File: config.mk
export PLATFORM = sky130hd
export DESIGN_NAME = rct_top
export DESIGN_NICKNAME = d
export VERILOG_FILES = /design/src/rct_pkg.sv /design/src/rct_top.sv /design/src/rct_sync.sv /design/src/rct_pin_filter.sv
export SDC_FILE = /design/constraint.sdc
export NUM_CORES = 1
export LEC_CHECK = 0
export BUFFER_PORTS_ARGS = -buffer_cell sky130_fd_sc_hd__buf_4
export CORE_UTILIZATION = 41
export DETAILED_ROUTE_END_ITERATION = 16
export GPL_TIMING_DRIVEN = 1
export PLACE_DENSITY = 0.76
export SKIP_CTS_REPAIR_TIMING = 1
export SLEW_MARGIN = 40
export SYNTH_ARGS = -nofsm -noshare
export SYNTH_HDL_FRONTEND = slang
export SYNTH_SLANG_ARGS = --single-unit
File: constraint.sdc
create_clock -name pclk -period 1.3 [get_ports pclk]
set_input_delay 0.13 -clock pclk [delete_from_list [all_inputs] [get_ports pclk]]
set_output_delay 0.13 -clock pclk [all_outputs]
set_load 0.02 [all_outputs]
File: src/rct_pkg.sv
package rct_pkg;

  // APB register map.
  localparam logic [11:0] RCT_ADDR_STATUS     = 12'h000;
  localparam logic [11:0] RCT_ADDR_OPTION     = 12'h004;
  localparam logic [11:0] RCT_ADDR_IRQ_STATUS = 12'h008;
  localparam logic [11:0] RCT_ADDR_IRQ_ENABLE = 12'h00c;
  localparam logic [11:0] RCT_ADDR_IRQ_CLEAR  = 12'h010;

  // Reset cause register fields.
  localparam int RCT_BIT_POR  = 7;
  localparam int RCT_BIT_STOP = 6;
  localparam int RCT_BIT_WDOG = 5;
  localparam int RCT_BIT_PIN  = 4;
  localparam logic [7:0] RCT_CAUSE_POR_VAL = 8'h80;
  localparam logic [3:0] RCT_RSVD_VAL      = 4'h0;

  // Option register fields and their unprogrammed values.
  localparam int         RCT_OPT_WDOG_RES  = 0;
  localparam int         RCT_OPT_BO_SLEEP  = 1;
  localparam logic [1:0] RCT_OPT_RESET_VAL = 2'h3;

  // Interrupt event bits.
  localparam int RCT_EV_WDOG = 0;
  localparam int RCT_EV_PIN  = 1;
  localparam int RCT_EV_STOP = 2;
  localparam int RCT_EV_BO   = 3;
  localparam int RCT_EV_N    = 4;

  // Pin filter length and length of the generated system reset pulse.
  localparam int         RCT_FILT_LEN   = 4;
  localparam logic [3:0] RCT_RST_PULSE  = 4'h8;

  typedef struct packed {
    logic wdog_timeout;
    logic brownout;
    logic debug_reset;
    logic debug_pin_low;
    logic stop_mode;
    logic halt_mode;
    logic pin_wake;
  } rct_evt_t;

  typedef struct packed {
    logic [7:0]          cause;
    logic [1:0]          option;
    logic [RCT_EV_N-1:0] irq_stat;
    logic [RCT_EV_N-1:0] irq_en;
    logic [3:0]          rst_cnt;
    logic                sys_rst;
    logic                bo_enable;
    logic                irq;
    logic                pready;
    logic [31:0]         prdata;
  } rct_state_t;

endpackage

File: src/rct_top.sv
// Functional notes
// - A watchdog time-out in normal or halt mode with the reset option at 1 issues a full system reset.
// - The watchdog reset option comes up at its unprogrammed value, which enables the reset.
// - A watchdog-caused system reset sets the watchdog flag in the reset cause register.
// - The power-on flag, bit 7, reads 1 after a power-on reset.
// - The power-on flag clears on a watchdog time-out or a pin-change wake from stop.
// - A read of the reset cause register clears the four cause flags.
// - The stop-recovery flag, bit 6, is set by a pin-change wake or a watchdog time-out in stop mode; the watchdog flag tells its source.
// - The stop-recovery flag clears on power-on reset and on a watchdog time-out outside stop mode.
// - The watchdog flag, bit 5, sets on a time-out and clears on power-on reset and pin-change wake.
// - The pin flag, bit 4, sets on a pin reset and clears on power-on reset and pin-change wake.
// - The brown-out-in-sleep option decides whether the brown-out detector runs in stop mode.
// - A brown-out reset sets the power-on flag.
// - A debugger reset or a debug-pin wake from stop reads exactly as a power-on event.
module rct_top
  import rct_pkg::*;
(
  input  wire logic        pclk,          // System clock, 50 MHz.
  input  wire logic        presetn,       // Power-on reset, active low.
  input  wire logic        psel,          // APB select.
  input  wire logic        penable,       // APB enable.
  input  wire logic        pwrite,        // APB direction.
  input  wire logic [11:0] paddr,         // APB byte address.
  input  wire logic [31:0] pwdata,        // APB write data.
  output logic      [31:0] prdata,        // APB read data.
  output logic             pready,        // APB ready.
  output logic             pslverr,       // APB error.
  input  wire rct_pkg::rct_evt_t evt,     // Event pulses and mode levels.
  input  wire logic        reset_pin_n,   // External reset pin, active low.
  output logic             sys_reset,     // System reset request, active high.
  output logic             brownout_en,   // Brown-out detector enable.
  output logic             irq            // Level interrupt.
);

  import rct_pkg::*;

  ////////////////////////////////////////////////////////////////////////////
  // Pin path.

  logic pin_sync;
  logic pin_assert;
  logic err_r;

  rct_sync u_sync (
    .pclk    (pclk),
    .presetn (presetn),
    .d       (reset_pin_n),
    .q       (pin_sync)
  );

  rct_pin_filter u_filt (
    .pclk     (pclk),
    .presetn  (presetn),
    .pin_n    (pin_sync),
    .assert_p (pin_assert)
  );

  ////////////////////////////////////////////////////////////////////////////
  // State.

  rct_state_t st_r;
  rct_state_t st_nxt;

  logic setup;
  logic rd_access;
  logic wr_access;
  logic mapped;
  logic wd_reset;
  logic wd_wake;
  logic dbg_por;
  logic pin_chg_wake;
  logic [RCT_EV_N-1:0] ev_vec;

  assign setup     = psel && !penable;
  assign rd_access = psel && penable && !pwrite;
  assign wr_access = psel && penable && pwrite;
  assign mapped    = (paddr == RCT_ADDR_STATUS) || (paddr == RCT_ADDR_OPTION) ||
                     (paddr == RCT_ADDR_IRQ_STATUS) || (paddr == RCT_ADDR_IRQ_ENABLE) ||
                     (paddr == RCT_ADDR_IRQ_CLEAR);

  assign wd_reset     = evt.wdog_timeout && !evt.stop_mode && st_r.option[RCT_OPT_WDOG_RES];
  assign wd_wake      = evt.wdog_timeout && evt.stop_mode;
  assign dbg_por      = evt.debug_reset || (evt.debug_pin_low && evt.stop_mode);
  assign pin_chg_wake = evt.pin_wake && evt.stop_mode;

  assign ev_vec = {evt.brownout, pin_chg_wake || wd_wake, pin_assert, evt.wdog_timeout};

  always_comb
  begin
    st_nxt = st_r;

    if (rd_access && paddr == RCT_ADDR_STATUS)
      st_nxt.cause[7:4] = 4'h0;

    st_nxt.cause[3:0] = RCT_RSVD_VAL;

    // Events follow the read clear so that a set in the same cycle wins.
    if (pin_chg_wake)
    begin
      st_nxt.cause[RCT_BIT_WDOG] = 1'b0;
      st_nxt.cause[RCT_BIT_PIN]  = 1'b0;
      st_nxt.cause[RCT_BIT_POR]  = 1'b0;
      st_nxt.cause[RCT_BIT_STOP] = 1'b1;
    end
    if (evt.wdog_timeout)
    begin
      st_nxt.cause[RCT_BIT_POR]  = 1'b0;
      st_nxt.cause[RCT_BIT_WDOG] = 1'b1;
      st_nxt.cause[RCT_BIT_STOP] = evt.stop_mode;
    end
    if (pin_assert)
      st_nxt.cause[RCT_BIT_PIN] = 1'b1;
    if (evt.brownout || dbg_por)
      st_nxt.cause = RCT_CAUSE_POR_VAL;

    // Options are programmed through the bus; reserved bits are ignored.
    if (wr_access && paddr == RCT_ADDR_OPTION)
      st_nxt.option = pwdata[1:0];
    if (wr_access && paddr == RCT_ADDR_IRQ_ENABLE)
      st_nxt.irq_en = pwdata[RCT_EV_N-1:0];

    // Set wins over the clear register.
    if (wr_access && paddr == RCT_ADDR_IRQ_CLEAR)
      st_nxt.irq_stat = st_nxt.irq_stat & ~pwdata[RCT_EV_N-1:0];
    st_nxt.irq_stat = st_nxt.irq_stat | ev_vec;
    st_nxt.irq      = |(st_nxt.irq_stat & st_nxt.irq_en);

    if (wd_reset || pin_assert || evt.brownout || dbg_por)
      st_nxt.rst_cnt = RCT_RST_PULSE;
    else if (st_r.rst_cnt != 4'h0)
      st_nxt.rst_cnt = st_r.rst_cnt - 4'h1;
    st_nxt.sys_rst = (st_nxt.rst_cnt != 4'h0);

    st_nxt.bo_enable = !evt.stop_mode || st_nxt.option[RCT_OPT_BO_SLEEP];

    // Zero wait state slave: ready is raised in the setup cycle's successor.
    st_nxt.pready = setup;
    st_nxt.prdata = 32'h0;
    if (setup && !pwrite)
    begin
      unique case (paddr)
        RCT_ADDR_STATUS:     st_nxt.prdata = {24'h0, st_nxt.cause[7:4], RCT_RSVD_VAL};
        RCT_ADDR_OPTION:     st_nxt.prdata = {30'h0, st_r.option};
        RCT_ADDR_IRQ_STATUS: st_nxt.prdata = {28'h0, st_r.irq_stat};
        RCT_ADDR_IRQ_ENABLE: st_nxt.prdata = {28'h0, st_r.irq_en};
        default:             st_nxt.prdata = 32'h0;
      endcase
    end
  end

  always_ff @(posedge pclk or negedge presetn)
  begin
    if (!presetn)
    begin
      st_r <= '{cause: RCT_CAUSE_POR_VAL, option: RCT_OPT_RESET_VAL, irq_stat: '0,
                irq_en: '0, rst_cnt: 4'h0, sys_rst: 1'b0, bo_enable: 1'b1,
                irq: 1'b0, pready: 1'b0, prdata: 32'h0};
      err_r <= 1'b0;
    end
    else
    begin
      st_r  <= st_nxt;
      err_r <= setup && !mapped;
    end
  end

  assign prdata      = st_r.prdata;
  assign pready      = st_r.pready;
  assign pslverr     = err_r;
  assign sys_reset   = st_r.sys_rst;
  assign brownout_en = st_r.bo_enable;
  assign irq         = st_r.irq;

  ////////////////////////////////////////////////////////////////////////////
  // Helper terms for the checks below; they decode the bus, the reset sources and sys_reset and hold no state.

  logic opt_wr;
  logic en_wr;
  logic clr_wr;
  logic st_rd;

  assign opt_wr = wr_access && paddr == RCT_ADDR_OPTION;
  assign en_wr  = wr_access && paddr == RCT_ADDR_IRQ_ENABLE;
  assign clr_wr = wr_access && paddr == RCT_ADDR_IRQ_CLEAR;
  assign st_rd  = rd_access && paddr == RCT_ADDR_STATUS;
endmodule

File: src/rct_sync.sv
module rct_sync
  import rct_pkg::*;
(
  input  wire logic pclk,     // System clock.
  input  wire logic presetn,  // Asynchronous reset, active low.
  input  wire logic d,        // Asynchronous level.
  output logic      q         // Synchronised level.
);

  logic meta_r;
  logic sync_r;

  always_ff @(posedge pclk or negedge presetn)
  begin
    if (!presetn)
    begin
      meta_r <= 1'b1;
      sync_r <= 1'b1;
    end
    else
    begin
      meta_r <= d;
      sync_r <= meta_r;
    end
  end

  assign q = sync_r;

endmodule

File: src/rct_pin_filter.sv
module rct_pin_filter
  import rct_pkg::*;
(
  input  wire logic pclk,       // System clock.
  input  wire logic presetn,    // Asynchronous reset, active low.
  input  wire logic pin_n,      // Synchronised reset pin, active low.
  output logic      assert_p    // One-cycle pulse when a low level is accepted.
);

  logic [RCT_FILT_LEN-1:0] hist_r;
  logic                    held_r;
  logic                    low_now;

  assign low_now = (hist_r == '0);

  always_ff @(posedge pclk or negedge presetn)
  begin
    if (!presetn)
    begin
      hist_r   <= '1;
      held_r   <= 1'b0;
      assert_p <= 1'b0;
    end
    else
    begin
      hist_r   <= {hist_r[RCT_FILT_LEN-2:0], pin_n};
      held_r   <= low_now;
      assert_p <= low_now && !held_r;
    end
  end

endmodule

==> impl_metrics.tcl <==
set metrics [dict create \
    run_status "complete, but fails checks" \
    violations "setup timing" \
    cp_max_fo 5 \
    antenna_left 0 \
    period_share_pct 113.9 \
    dp_hpwl_mm 2.821 \
    drt_iter0_markers 73 \
    overflow 0 \
    finalHoldViolations 0 \
    rsz0062_at_grt "yes" \
    synth_seq_cells 39 \
    setup.worst_path.end_class "flip-flop" \
    worst_slack_ps -181.3 \
    portBuffers 40 \
    fin_crit_ps 1481 \
    grt_max_degree 40 \
    ys_seq_area_share_pct 52.49 \
    initial_utilization_pct 42.95 \
    cts_max_level 2 \
    power.density_nw_per_um2 1084 \
    cts_root_buf "clkbuf_8" \
    clock_skew_ps 9.697 \
    power_leakage_nw 1.278 \
    pin_count 94 \
    yosys.area.top_type "dfrtp_1" \
    layout.nets 292 \
    cts_tree "yes" \
    clockBufferDepth 2 \
    p_int_mw 2.217 \
    preCtsSetupSlack_ps -489.2 \
    worstPathRequired_ps 1470 \
    core_area_um2 4384 \
    synthTopCellsByArea "dfrtp_1 (39%), dfstp_2 (14%), buf_4 (13%)" \
    diodes 0 \
    drv_cap 0 \
    path_class "primary input to flip-flop" \
    cp.arrival_ps 1650 \
    rows 24 \
    setup-violations-final 12 \
    avgSynthCellArea_um2 11.28 \
    clk_pin_slew_ps 80 \
    vias 1376 \
    seqPwrFrac_pct 43.9 \
    maxSlewViolCount 0 \
    irDropWorstVdd_uv 630.2 \
    ys.flop_type "dfrtp_1" \
    numCtsBuffers 5 \
    grt_pass1_wl_mm 6.216 \
    switchingPower_uw 677.4 \
    placed_cells 274 \
    synth_cell_types 42 \
    gp_congestion 0.8258 \
    min_path_type "primary input to flip-flop" \
    antenna_found_initial 0 \
    die_x_um 69.77 \
    synthCells 167 \
    routedWlPerCell_um 13.74 \
    grt_pass1_vias 1343 \
    routed_wl_mm 3.944 \
    start_kind "primary input" \
    remaining_drc_errors 0 \
    drt_first_pass_iters 4 \
    fmax_ghz 0.6751 \
    swShare_pct 23.41 \
    p_clk_share_pct 41.2 \
    final_cells 287 \
    die_area_um2 4868 \
    synth_most_common_cell "buf_4" \
    ys_warn_count 0 \
    layout-drive-gt1-share_pct 52.77 \
    synth_top_area_share_pct 38.54 \
    via_per_inst 4.794 \
    clkSinkCount 39 \
    area_delta_synth_final_pct 41.73 \
    synth_area_um2 1883 \
    pwr-share-comb_pct 14.9 \
    synthTopCellsByCount "buf_4 (32), dfrtp_1 (29), nor2_1 (18)" \
    fp.dieH_um 69.77 \
    clk_latency_ps 290 \
    async_reset_ff_share_pct 100.0 \
    synth-edff-count 0 \
    grt_use_total_pct 16.62 \
]
power groups by stage:
stage	sequential (mW)	clock (mW)	combinational, mW
3_3_place_gp	1.29	0	0.375
6_report	1.27	1.19	0.432
3_5_place_dp	1.29	0	0.381
5_1_grt	1.27	1.27	0.470
2_1_floorplan	1.29	0	0.236
4_1_cts	1.27	1.22	0.382
worst max-delay path, cell delays in order:
cell and delay (ps):
buf_8 100, nor4_4 400, buf_4 200, nand3_4 80
o31a_1 310, a31o_2 290, nor4b_4 130
cells in the final DEF (no fill, tap or decap), types with 2 or more instances in the layout:
cell,synthesis,final
a211o_1,2,2
nand2b_4,0,2
or4_4,0,3
a22oi_1,2,2
buf_6,0,6
mux2_2,8,6
a31oi_1,3,2
dfrtp_1,29,29
or3_4,0,2
nor2_1,18,14
nor2_2,0,2
nand2_1,8,7
nor2b_1,3,3
dlygate4sd3_1,0,2
nor2_4,0,2
bufinv_16,0,2
buf_4,32,61
inv_1,6,4
dfstp_2,10,10
nor4_4,2,4
mux2i_1,2,2
inv_2,0,2
clkbuf_8,0,5
conb_1,1,24
a21oi_1,6,4
mux2_4,0,2
per-stage QoR:
step	hold slack [ps]	power (mW)	setup TNS (ps)	cell area, um2	util (%)
detailed placement	130.8	1.670	-5223	2330	53.14
CTS	-186.3	2.866	-514.0	2466	56.25
floorplan	-165.6	1.530	-830.0	2024	-
global route	92.21	3.013	-1695	2669	60.87
global placement	125.3	1.662	-5011	2330	53.14
finish	112.2	2.894	-1056	2669	60.87
final timing paths:
kind                                 from                to  slack (ps)  depth (start not counted)
worst min register to register   u_sync.q  u_filt.hist_r[0]         360                          0
worst min-delay path            pwdata[0]          st_r[48]         110                          2
max in group asynchronous         presetn  u_filt.hist_r[1]         610                          2
min in group asynchronous         presetn          st_r[47]         340                          2
worst max register to register   st_r[36]         sys_reset           0                          5
worst max-delay path            paddr[10]         prdata[7]        -180                          7
state kept, by name, indices dropped and copies added (netlist names):
register,cells
st_r,18
prdata,8
u_filt.hist_r,4
brownout_en,1
irq,1
pready,1
pslverr,1
sys_reset,1
u_filt.assert_p,1
u_filt.held_r,1
u_sync.meta_r,1
u_sync.q,1
area by class of cell:
cell class | instances | area [um2]
Fill cell | 346 | 1715
Sequential cell | 39 | 988.4
Multi-Input combinational cell | 112 | 895.9
Timing Repair Buffer | 70 | 560.5
Clock buffer | 5 | 68.82
Clock inverter | 3 | 67.56
Tap cell | 52 | 65.06
Inverter | 6 | 22.52
routing by layer:
| metal | up-vias | part of all wire, % | track usage [%] |
|---|---|---|---|
| met3 | 6 | 5.7 | 5.523 |
| met2 | 44 | 52 | 27.67 |
| li1 | 660 | - | - |
| met1 | 666 | 41 | 19.92 |
| met4 | 0 | 1.4 | 6.222 |
| met5 | - | 0 | 0 |
kinds of logic after synthesis:
| group | count (synthesis) | synth area share (%) |
|---|---|---|
| compound gates | 21 | 8.041 |
| xor+xnor | 1 | 0.4652 |
| fa+ha+maj | 1 | 0.6643 |
| buf+inv | 39 | 14.22 |
| flops | 39 | 52.49 |
| mux | 10 | 5.847 |
| other cells | 1 | 0.1991 |
| simple gates | 55 | 18.07 |
Note: power is estimated with default switching activity, not from simulation.
